## config.mk

```make
export PLATFORM = sky130hd
export DESIGN_NAME = fcs_slot
export DESIGN_NICKNAME = d
export VERILOG_FILES = /design/src/hw/fcs_pkg.sv /design/src/hw/fcs_card_cycle.sv /design/src/hw/fcs_slot.sv
export SDC_FILE = /design/constraint.sdc
export NUM_CORES = 1
export LEC_CHECK = 0
export BUFFER_PORTS_ARGS = -buffer_cell sky130_fd_sc_hd__buf_2
export CORE_ASPECT_RATIO = 1.2
export CORE_MARGIN = 4
export CORE_UTILIZATION = 49
export CTS_CLUSTER_DIAMETER = 80
export CTS_CLUSTER_SIZE = 30
export DETAILED_ROUTE_END_ITERATION = 7
export PLACE_DENSITY_LB_ADDON = 0.15
export SYNTH_ARGS = -nofsm -noshare
export SYNTH_HDL_FRONTEND = slang
export SYNTH_SLANG_ARGS = --single-unit
```

## constraint.sdc

```tcl
create_clock -name clock_i -period 2.48 [get_ports clock_i]
set_clock_uncertainty 0.05 [all_clocks]
set_input_delay 0 -clock clock_i [delete_from_list [all_inputs] [get_ports clock_i]]
set_output_delay 0 -clock clock_i [all_outputs]
set_load 0.05 [all_outputs]
```

## src/hw/fcs_pkg.sv

```systemverilog
/*
  Constants, types and the register map of the flash card slot control block.
  Assumes an AHB-Lite fabric that selects this slave over the 0x18000000 window.
*/
// Functional notes
// [RQ1] Answer AHB reads and writes as slave
// [RQ2] True-IDE 16-bit and I/O task-file modes
// [RQ3] Decode task file, alt status, control, expansion
// [RQ4] Detect bits 9,8 read zero when inserted
// [RQ5] Bit 2 picks software or detect power
// [RQ6] Bit 0 applies card power in software mode
// [RQ7] Bit 1 drives active-low card reset, resets 0
// [RQ8] Reserved bits ignore writes, read zero
// [RQ9] Control register merges status and control
// [RQ10] Detect-sourced power only while card inserted
package fcs_pkg;

  // ==========================================================
  // Address map
  localparam logic [31:0] FCS_TASK_BASE = 32'h1800_0000;
  localparam logic [31:0] FCS_ALT_BASE = 32'h1800_0100;
  localparam logic [31:0] FCS_CTRL_ADDR = 32'h1800_0300;
  localparam logic [31:0] FCS_EXP_ADDR = 32'h1800_0304;
  localparam logic [31:0] FCS_TASK_MASK = 32'hffff_ff00;
  localparam logic [3:0] FCS_TASK_REGS = 4'h8;

  // ==========================================================
  // Control register fields
  localparam int FCS_POWER_BIT = 0;
  localparam int FCS_RESET_BIT = 1;
  localparam int FCS_SRC_BIT = 2;
  localparam int FCS_CD_A_BIT = 8;
  localparam int FCS_CD_B_BIT = 9;
  localparam logic FCS_POWER_RST = 1'b0;
  localparam logic FCS_RESET_RST = 1'b0;
  localparam logic FCS_SRC_RST = 1'b0;
  localparam logic [1:0] FCS_CD_RST = 2'b11;
  localparam logic FCS_MODE_RST = 1'b0;
  localparam logic [31:0] FCS_EXP_RST = 32'h0000_0000;

  // ==========================================================
  // Card access timing
  localparam int FCS_CLK_MHZ = 20;
  localparam int FCS_CYCLE_NS = 600;
  localparam int FCS_CYCLE_CLKS = (FCS_CYCLE_NS * FCS_CLK_MHZ + 999) / 1000;

  // ==========================================================
  // AHB encodings
  localparam logic [1:0] FCS_HTRANS_NONSEQ = 2'b10;
  localparam logic [1:0] FCS_HTRANS_SEQ = 2'b11;

  typedef enum logic [1:0] {
    FCS_IDLE = 2'b00,
    FCS_STROBE = 2'b01,
    FCS_DONE = 2'b11
  } fcs_state_e;

  typedef struct packed {
    logic [2:0] addr;
    logic alt;
    logic write;
    logic [15:0] wdata;
  } fcs_card_req_s;

  typedef struct packed {
    logic [15:0] data_o;
    logic data_oe;
    logic [2:0] addr;
    logic cs0_low;
    logic cs1_low;
    logic rd_low;
    logic wr_low;
  } fcs_card_pins_s;

endpackage : fcs_pkg

```

## src/hw/fcs_card_cycle.sv

```systemverilog
/*
  One card bus cycle: strobes a task-file read or write for a fixed time.
  Assumes the card responds within the fixed strobe length.
*/
`timescale 1ns/1ps
`default_nettype none
module fcs_card_cycle (
  // Clock and reset
  input wire logic clock_i,
  input wire logic resetn_i,
  // Request
  input wire logic start_i,
  input wire fcs_pkg::fcs_card_req_s req_i,
  output logic busy_o,
  output logic done_o,
  output logic [15:0] rdata_o,
  // Card pins
  input wire logic [15:0] card_data_i,
  output fcs_pkg::fcs_card_pins_s pins_o
);
  import fcs_pkg::*;

  // ==========================================================
  // Cycle sequencer
  fcs_state_e state, next_state;
  logic [7:0] count, next_count;
  fcs_card_pins_s next_pins;
  logic [15:0] next_rdata;

  always_comb begin
    next_state = state;
    next_count = count;
    next_rdata = rdata_o;
    next_pins = pins_o;
    case (state)
      FCS_IDLE: begin
        if (start_i) begin
          next_count = 8'(FCS_CYCLE_CLKS);
          next_state = FCS_STROBE;
          next_pins.addr = req_i.addr;
          next_pins.cs0_low = req_i.alt;
          next_pins.cs1_low = ~req_i.alt;
          next_pins.rd_low = req_i.write;
          next_pins.wr_low = ~req_i.write;
          next_pins.data_o = req_i.wdata;
          next_pins.data_oe = req_i.write;
        end
      end
      FCS_STROBE: begin
        next_count = count - 8'h01;
        if (count == 8'h01) begin
          next_rdata = card_data_i;
          next_pins.rd_low = 1'b1;
          next_pins.wr_low = 1'b1;
          next_state = FCS_DONE;
        end
      end
      FCS_DONE: begin
        // Chip selects drop one cycle after strobes for hold time
        next_pins.cs0_low = 1'b1;
        next_pins.cs1_low = 1'b1;
        next_pins.data_oe = 1'b0;
        next_state = FCS_IDLE;
      end
      default: next_state = FCS_IDLE;
    endcase
  end

  always_ff @(posedge clock_i or negedge resetn_i) begin
    if (!resetn_i) begin
      state <= FCS_IDLE;
      count <= 8'h00;
      rdata_o <= 16'h0000;
      pins_o <= '{data_o: 16'h0000, data_oe: 1'b0, addr: 3'h0,
                  cs0_low: 1'b1, cs1_low: 1'b1, rd_low: 1'b1, wr_low: 1'b1};
    end else begin
      state <= next_state;
      count <= next_count;
      rdata_o <= next_rdata;
      pins_o <= next_pins;
    end
  end

  assign busy_o = (state != FCS_IDLE);
  assign done_o = (state == FCS_DONE);
endmodule : fcs_card_cycle
`default_nettype wire

```

## src/hw/fcs_slot.sv

```systemverilog
/*
  Flash card slot controller: AHB-Lite slave with task-file window,
  slot control register and expansion word.
  Assumes card detect inputs are synchronous and the card is 16-bit.
*/
`timescale 1ns/1ps
`default_nettype none
module fcs_slot (
  // Clock and reset
  input wire logic clock_i,
  input wire logic resetn_i,
  // AHB-Lite slave
  input wire logic hsel_i,
  input wire logic [31:0] haddr_i,
  input wire logic [1:0] htrans_i,
  input wire logic hwrite_i,
  input wire logic [2:0] hsize_i,
  input wire logic [31:0] hwdata_i,
  input wire logic hready_i,
  output logic [31:0] hrdata_o,
  output logic hreadyout_o,
  output logic hresp_o,
  // Mode
  input wire logic io_mode_i,
  // Card slot
  input wire logic card_detect_low_a_i,
  input wire logic card_detect_low_b_i,
  input wire logic [15:0] card_data_i,
  output fcs_pkg::fcs_card_pins_s card_pins_o,
  output logic card_reset_low_o,
  output logic card_power_en_o
);
  import fcs_pkg::*;

  // ==========================================================
  // Address phase capture
  logic act, next_act;
  logic wr, next_wr;
  logic [31:0] addr, next_addr;
  logic err, next_err;
  logic card_start;
  logic card_busy;
  logic card_done;
  logic [15:0] card_rdata;
  fcs_card_req_s card_req;

  logic a_valid;
  logic a_task;
  logic a_alt;
  logic a_ctrl;
  logic a_exp;
  logic a_bad;
  logic stall;

  assign a_valid = hsel_i && hready_i &&
                   (htrans_i == FCS_HTRANS_NONSEQ || htrans_i == FCS_HTRANS_SEQ); // [RQ1]
  assign a_task = (haddr_i & FCS_TASK_MASK) == FCS_TASK_BASE; // [RQ3]
  assign a_alt = (haddr_i & FCS_TASK_MASK) == FCS_ALT_BASE; // [RQ3]
  assign a_ctrl = haddr_i == FCS_CTRL_ADDR; // [RQ3]
  assign a_exp = haddr_i == FCS_EXP_ADDR; // [RQ3]
  // I/O mode forbids alt-register access; task file limited to its registers
  assign a_bad = !(a_task || a_alt || a_ctrl || a_exp) ||
                 (io_mode_i && a_alt) ||
                 ((a_task || a_alt) && haddr_i[7:1] >= 7'(FCS_TASK_REGS)); // [RQ2]

  // ==========================================================
  // Slot registers
  logic power, next_power;
  logic reset_ctl, next_reset_ctl;
  logic src, next_src;
  logic [31:0] exp_word, next_exp_word;
  logic inserted;
  logic reg_wr;

  assign inserted = !card_detect_low_a_i && !card_detect_low_b_i; // [RQ4]
  assign reg_wr = act && wr && !err;

  always_comb begin
    next_power = power;
    next_reset_ctl = reset_ctl;
    next_src = src;
    next_exp_word = exp_word;
    if (reg_wr && addr == FCS_CTRL_ADDR) begin
      // Only bits 2..0 are writable; the rest are dropped
      next_power = hwdata_i[FCS_POWER_BIT]; // [RQ6] [RQ8]
      next_reset_ctl = hwdata_i[FCS_RESET_BIT]; // [RQ7]
      next_src = hwdata_i[FCS_SRC_BIT]; // [RQ5]
    end
    if (reg_wr && addr == FCS_EXP_ADDR) begin
      next_exp_word = hwdata_i;
    end
  end

  always_ff @(posedge clock_i or negedge resetn_i) begin
    if (!resetn_i) begin
      power <= FCS_POWER_RST;
      reset_ctl <= FCS_RESET_RST;
      src <= FCS_SRC_RST;
      exp_word <= FCS_EXP_RST;
    end else begin
      power <= next_power;
      reset_ctl <= next_reset_ctl;
      src <= next_src;
      exp_word <= next_exp_word;
    end
  end

  assign card_power_en_o = src ? inserted : power; // [RQ5] [RQ6] [RQ10]
  assign card_reset_low_o = reset_ctl; // [RQ7]

  // ==========================================================
  // Transfer sequencing
  // Every access is taken as a full word; hsize_i is not decoded
  logic card_phase;
  logic card_done_seen, next_card_done_seen;

  assign card_phase = act && !err &&
                      ((addr & FCS_TASK_MASK) == FCS_TASK_BASE || (addr & FCS_TASK_MASK) == FCS_ALT_BASE);
  assign card_start = card_phase && !card_busy && !card_done_seen;
  assign card_req = '{addr: addr[3:1], alt: (addr & FCS_TASK_MASK) == FCS_ALT_BASE,
                      write: wr, wdata: hwdata_i[15:0]}; // [RQ2]

  // Seen flag stretches the phase one cycle past the card cycle,
  // so read data is registered before ready goes high
  always_comb begin
    next_card_done_seen = card_done_seen;
    if (card_done) begin
      next_card_done_seen = 1'b1;
    end
    // Cleared as each phase ends, so back-to-back card accesses restart
    if (!card_phase || !stall) begin
      next_card_done_seen = 1'b0;
    end
  end

  assign stall = card_phase && !card_done_seen;

  fcs_card_cycle fcs_card_cycle_inst (
    .clock_i(clock_i),
    .resetn_i(resetn_i),
    .start_i(card_start),
    .req_i(card_req),
    .busy_o(card_busy),
    .done_o(card_done),
    .rdata_o(card_rdata),
    .card_data_i(card_data_i),
    .pins_o(card_pins_o)
  );

  // ==========================================================
  // Phase state and read data
  logic err_two, next_err_two;
  logic [31:0] rdata_mux;
  logic [31:0] next_hrdata;

  // Register reads are taken at the address phase from the next-state
  // values, which forwards a write whose data phase ends on that edge
  always_comb begin
    rdata_mux = 32'h0000_0000;
    if (a_ctrl) begin
      rdata_mux[FCS_CD_B_BIT] = card_detect_low_b_i; // [RQ4] [RQ9]
      rdata_mux[FCS_CD_A_BIT] = card_detect_low_a_i; // [RQ4] [RQ9]
      rdata_mux[FCS_SRC_BIT] = next_src; // [RQ9]
      rdata_mux[FCS_RESET_BIT] = next_reset_ctl; // [RQ9]
      rdata_mux[FCS_POWER_BIT] = next_power; // [RQ8] [RQ9]
    end else if (a_exp) begin
      rdata_mux = next_exp_word;
    end
  end

  // Card reads take the card's word as its cycle finishes
  always_comb begin
    next_hrdata = hrdata_o;
    if (card_done && !wr) begin
      next_hrdata = {16'h0000, card_rdata}; // [RQ2]
    end else if (a_valid && !hwrite_i && (a_ctrl || a_exp)) begin
      next_hrdata = rdata_mux; // [RQ1]
    end
  end

  always_comb begin
    next_act = act;
    next_wr = wr;
    next_addr = addr;
    next_err = err;
    next_err_two = 1'b0;
    if (err && !err_two) begin
      next_err_two = 1'b1;
    end else if (!stall) begin
      next_act = a_valid;
      next_wr = hwrite_i;
      next_addr = haddr_i;
      next_err = a_valid && a_bad; // [RQ1]
    end
  end

  always_ff @(posedge clock_i or negedge resetn_i) begin
    if (!resetn_i) begin
      act <= 1'b0;
      wr <= 1'b0;
      addr <= 32'h0000_0000;
      err <= 1'b0;
      err_two <= 1'b0;
      card_done_seen <= 1'b0;
      hrdata_o <= 32'h0000_0000;
    end else begin
      act <= next_act;
      wr <= next_wr;
      addr <= next_addr;
      err <= next_err;
      err_two <= next_err_two;
      card_done_seen <= next_card_done_seen;
      hrdata_o <= next_hrdata;
    end
  end

  // Two-cycle ERROR response as AHB requires; ready is low in the
  // first cycle so the master can drop the transfer behind it
  assign hresp_o = err;
  assign hreadyout_o = !stall && !(err && !err_two);
endmodule : fcs_slot
`default_nettype wire

```

==> Word-level counts from Yosys, hierarchy flattened <==
Cells that the tools add are included.
{ "word_totals": {"elab_cells": 120, "inputBits": 93, "out_inout_bits": 60, "ff_bits": 154} }
{ "op_classes": {"add_sub_neg": 1, "magnitude_cmp": 1, "reduce_logical": 54, "n_bitwise": 4, "muxes": 24, "n_eq_ne": 15} }
{ "op_table": {"columns": ["op", "n"], "rows": [
  ["$eq A32 B29 Y1 const B", 4],
  ["$mux W32", 4],
  ["$eq A24 B21 Y1 const B", 4],
  ["$mux W22", 1],
  ["$logic_and A1 B1 Y1", 20],
  ["$mux W8", 2],
  ["$pmux W8 S2", 1],
  ["$logic_not A1 Y1", 12],
  ["$pmux W2 S2", 3],
  ["$reduce_and A2 Y1", 6],
  ["$reduce_bool A2 Y1", 5],
  ["$logic_or A1 B1 Y1", 9],
  ["$eq A8 B1 Y1 const B", 1],
  ["$sub A8 B1 Y8 const B", 1],
  ["$ge A7 B4 Y1 const B", 1],
  ["$mux W1", 7],
  ["$eq A2 B2 Y1 const B", 3],
  ["$mux W2", 3],
  ["$mux W5", 1],
  ["$not A1 Y1", 4],
  ["$mux W3", 1],
  ["$reduce_and A3 Y1", 1],
  ["$eq A2 B1 Y1 const B", 1],
  ["$logic_not A2 Y1", 1],
  ["other kinds (3)", 3]
]} }

==> Depth between registers and ports, before layout <==
{ "depth": {"word_depth": 8, "ltp_mapped": 8, "ltp_nobuf": 7} }

==> Hierarchy <==
A second synthesis with hierarchy kept.
{ "hier_totals": {"hier_cells": 530, "hier_area_um2": 6711.4} }
{ "by_module_without_submodules": {"columns": ["module", "seq_area_each_um2", "instances", "area_each_um2", "cells_per_inst"], "rows": [
  ["fcs_slot", 2602.5, 1, 4655.7, 352],
  ["fcs_card_cycle", 1256.2, 1, 2055.7, 178]
]} }

==> Worst setup path before layout <==
No wires, ideal clock.
{ "synth_timing": {"path_type": "reg2reg", "start": "register err, in the netlist hresp_o", "end": "register fcs_card_cycle_inst.pins_o[10] (netlist name)", "stages_incl_launch_ff": 7, "setup_time_ns": 0.128, "period_less_slack_ns": 2.513, "n_path_buf": 2, "t_arrival_ns": 2.336, "t_required_ns": 2.302, "path_slack_ns": -0.033, "path_cell_list": "dfrtp_1 > or3b_2 > or4_1 > buf_2 > nor3_2 > buf_4 > mux2_1"} }
{ "synth_between": {"elab_chain_len": 6} }
{ "synth_lines": {"columns": ["element", "line", "source"], "rows": [
  ["start, declared", "fcs_slot.sv:40", "logic err, next_err;"],
  ["start signal, assigned", "fcs_slot.sv:210", "err <= next_err;"],
  ["$logic_not A1 Y1", "fcs_slot.sv:117", "assign card_phase = act && !err &&"],
  ["$logic_and A1 B1 Y1 (2 in a row)", "fcs_slot.sv:117", null],
  ["$logic_and A1 B1 Y1 (2 in a row)", "fcs_slot.sv:119", "assign card_start = card_phase && !card_busy && !card_done_seen;"],
  ["$reduce_and A2 Y1 (no source line)", null, null],
  ["end signal, assigned", "fcs_card_cycle.sv:74", "pins_o <= '{data_o: 16'h0000, data_oe: 1'b0, addr: 3'h0,"],
  ["end signal, assigned", "fcs_card_cycle.sv:80", "pins_o <= next_pins;"],
  ["end, declared", "fcs_card_cycle.sv:19", "output fcs_pkg::fcs_card_pins_s pins_o"]
]} }
Every way passes these cells.
A chain may end at the register's enable or synchronous reset.

==> Worst setup path after layout <==
{ "layout_timing": {"start": "register addr[15]", "end": "register hrdata_o[5]"} }
{ "layout_between": {"elab_chain_len": 7} }
{ "layout_lines": {"columns": ["element", "line", "source"], "rows": [
  ["start, declared", "fcs_slot.sv:39", "logic [31:0] addr, next_addr;"],
  ["start signal, assigned", "fcs_slot.sv:209", "addr <= next_addr;"],
  ["$eq A32 B29 Y1", "fcs_slot.sv:89", "if (reg_wr && addr == FCS_EXP_ADDR) begin"],
  ["$logic_and A1 B1 Y1", "fcs_slot.sv:89", null],
  ["$mux W32", "fcs_slot.sv:89", null],
  ["net next_exp_word[5]", "fcs_slot.sv:71", "logic [31:0] exp_word, next_exp_word;"],
  ["$mux W32", "fcs_slot.sv:166", "end else if (a_exp) begin"],
  ["$mux W5", "fcs_slot.sv:160", "if (a_ctrl) begin"],
  ["$mux W32", "fcs_slot.sv:176", "end else if (a_valid && !hwrite_i && (a_ctrl || a_exp)) begin"],
  ["$mux W32", "fcs_slot.sv:174", "if (card_done && !wr) begin"],
  ["end signal, assigned", "fcs_slot.sv:213", "hrdata_o <= next_hrdata;"],
  ["end, declared", "fcs_slot.sv:20", "output logic [31:0] hrdata_o,"]
]} }
The timed path passes the listed nets, and every way through them passes these cells. The select of a mux whose other input is x is not followed.

==> results.toml <==
[synth]
synth_cell_type_count = 56
async_flop_share = 1.00
yosys_most_used_dff = "dfrtp_1"
synth_edf_count = 0
yosysMostFrequentCell = "dfrtp_1"
synth_area_leaders = "dfrtp_1, mux2_2, mux2_1, a31o_2, o31ai_1"
synth_commonest_cells = "dfrtp_1, mux2_2, mux2_1"
syn_inst = 526
seq_area_frac_synth = 0.572
synth_top_area_share = 0.556
syn_nets = 621
avgSynthCellArea_sq_um = 12.8
ys_ff_latch = 154
synth_area_leader_cell = "dfrtp_1"
ys.warnings.count = 0
netlist_area_sq_um = 6750

[clocking]
clk_pin_slew_worst_paths_ns = 0.06
worstSkewPairLatency_ns = 0.42
cts.sinks = 154
cts_made_buffers = 17
cts_buffer_depth = 2
cts_tree = "yes"
ctsHtreeMaxLevel = 4
root_buffer = "clkbuf_16"

[timing]
relSlewSlack = 0.616
fin_crit_sh = 0.991
timing.fmax_mhz = 407
final-max-slew-violation-count = 0
setup-tns-final_ns = 0
rsz0062_at_grt = "yes"
setup_viol = 0
period_minus_slack_ns = 2.46
hold_viol_final = 0
worstMarginPinSlew_ns = 0.577

[worst_hold_path]
hold_class = "primary input to flop"

[floorplan]
core_area_sq_um = 13400
dieArea_sq_um = 15700
ios = 153
num_rows = 46
initial_utilization = 0.506
die_w_microns = 115
die_height_microns = 137

[global_routing]
gr-total-overflow = 0
grt_pass1_vias = 5660
grt_pass1_wl_mm = 28.5
grt_max_degree = 61
grt.total_usage = 0.232
antenna_found_initial = 0

[final_layout]
n_antenna_cell = 0
num-fill-cells = 900
finalNonFillerCells = 965
syn_to_final_growth_pct = 40.9
fin_area_sq_um = 9510
drive_gt1_frac = 0.425
nNetsFinal = 880

[placed_design]
dpl.cell_count = 838
place_congestion = 0.795
post-dp-hpwl_mm = 11.4
place_area_sq_um = 7850
io_buffers = 148

[pwr]
ir_drop_mv = 0.521
power_leakage_nw = 4.63
power_w = 0.00694
p_per_area_nw_per_um2 = 730

[worst_setup_path]
cp_max_fo = 27
slowest_stage = "dfrtp_1"
cpLargestDelayFamily = "simple AND/OR/NAND/NOR gates"
crit_path_end_kind = "flop"
path_class = "flop to flop"
start_kind = "flop"
path_cells = "nor4_4 > nand4_2 > buf_8 > buf_4 > nor3_4 > buf_12 > mux2_2 > a31o_2"
max_stage_delay_ns = 0.41
crit_buf_inv = 3
crit_required_ns = 2.74
cp_data_arrival_time_ns = 2.71

[routing]
vias = 5330
drt_iter0_markers = 262
drtPass1Iterations = 4
avgViaCountPerCell = 5.52
wl_per_cell_microns = 18.3
drc_errors = 0
totalWireLength_mm = 17.6
ant_nets = 0

[flow_run]
cap_violations = 0

[run_status]
status = "finished clean"
==> metal layers <==
layer  part of all wire  GRT usage
met1               0.41      0.281
met2               0.53      0.414
met3              0.048     0.0469
met4              0.013     0.0718
met5                  0          0
==> final timing paths <==
kind	endpoint	start	slack (ns)	cells after the start
hold / removal	hresp_o$_DFFE_PN0P_	io_mode_i	0.05	4
setup reg to reg	hrdata_o[5]$_DFFE_PN0P_	addr[15]$_DFFE_PN0P_	0.02	8
hold reg to reg	fcs_card_cycle_inst.pins_o[16]$_DFFE_PN0P_	fcs_card_cycle_inst.pins_o[16]$_DFFE_PN0P_	0.43	1
setup / recovery	hrdata_o[5]$_DFFE_PN0P_	addr[15]$_DFFE_PN0P_	0.02	8
min in group asynchronous	exp_word[22]$_DFF_PN0_	resetn_i	0.06	2
max in group asynchronous	hrdata_o[14]$_DFFE_PN0P_	resetn_i	1.52	3
==> stage by stage <==
stage	hold WS [ns]	worst slack (ns)	utilization
floorplan	-0.346	0.0571	-
global placement	-0.0344	0.139	0.588
detailed placement	-0.0377	0.0684	0.588
CTS	0.0380	0.0205	0.705
global route	0.0799	-0.0373	0.712
finish	0.0456	0.0215	0.712
==> worst register-to-register path: stages, from the launching register on <==
cell and delay [ns]:
dfrtp_1 0.41, nor4_4 0.35, nand4_2 0.20, buf_8 0.17
buf_4 0.15, nor3_4 0.19, buf_12 0.22, mux2_2 0.40
a31o_2 0.21
==> sequential cells by signal, summed over array words and instances (netlist names) <==
signal,count
act,1
addr,32
card_done_seen,1
card_reset_low_o,1
err_two,1
exp_word,32
fcs_card_cycle_inst.count,8
fcs_card_cycle_inst.pins_o,24
fcs_card_cycle_inst.rdata_o,16
fcs_card_cycle_inst.state,2
hrdata_o,32
hresp_o,1
power,1
src,1
wr,1
==> cell families after synthesis <==
| group | Yosys count | synth area share |
|---|---|---|
| xor gates and xnor gates | 1 | 0.00130 |
| adders and majority gates | 2 | 0.00371 |
| muxes | 99 | 0.165 |
| AOI/OAI and AO/OA | 91 | 0.105 |
| and+or+nand+nor | 126 | 0.121 |
| DFF | 154 | 0.572 |
| buffers and inverters | 53 | 0.0328 |
==> area by class of cell <==
class | count | area, sq um | area share
sequential | 154 | 3860 | 0.406
multi-input combinational | 319 | 2730 | 0.287
timing repair buffer | 272 | 1990 | 0.209
clock buffer | 20 | 447 | 0.0470
tap | 168 | 210 | 0.0221
clock inverter | 11 | 194 | 0.0204
inverter | 21 | 78.8 | 0.00829
==> report_power, final <==
part	leakage (nW)	switching (W)	internal, W
logic	2.38	0.000490	0.000652
registers	1.94	0.000219	0.00276
clock network	0.310	0.00101	0.00181
==> cells in the final DEF, fill, tap and decap left out, types with 18 or more instances in the layout <==
master and instances:
dfrtp_1 149, buf_2 146, dlygate4sd3_1 88, mux2_2 76
buf_4 29, nand2_1 20, mux2_1 20, inv_1 19
a31o_2 18
==> what timing repair did <==
item,4_1_cts,5_1_grt
pin swaps,1,4
setup endpoints to repair,1,58
buffers inserted,2,5
gates resized for setup,0,15
hold buffers,88,0
endpoints found under the hold margin,229,0
cloned,1,0
(Power assumes the default switching activity.)
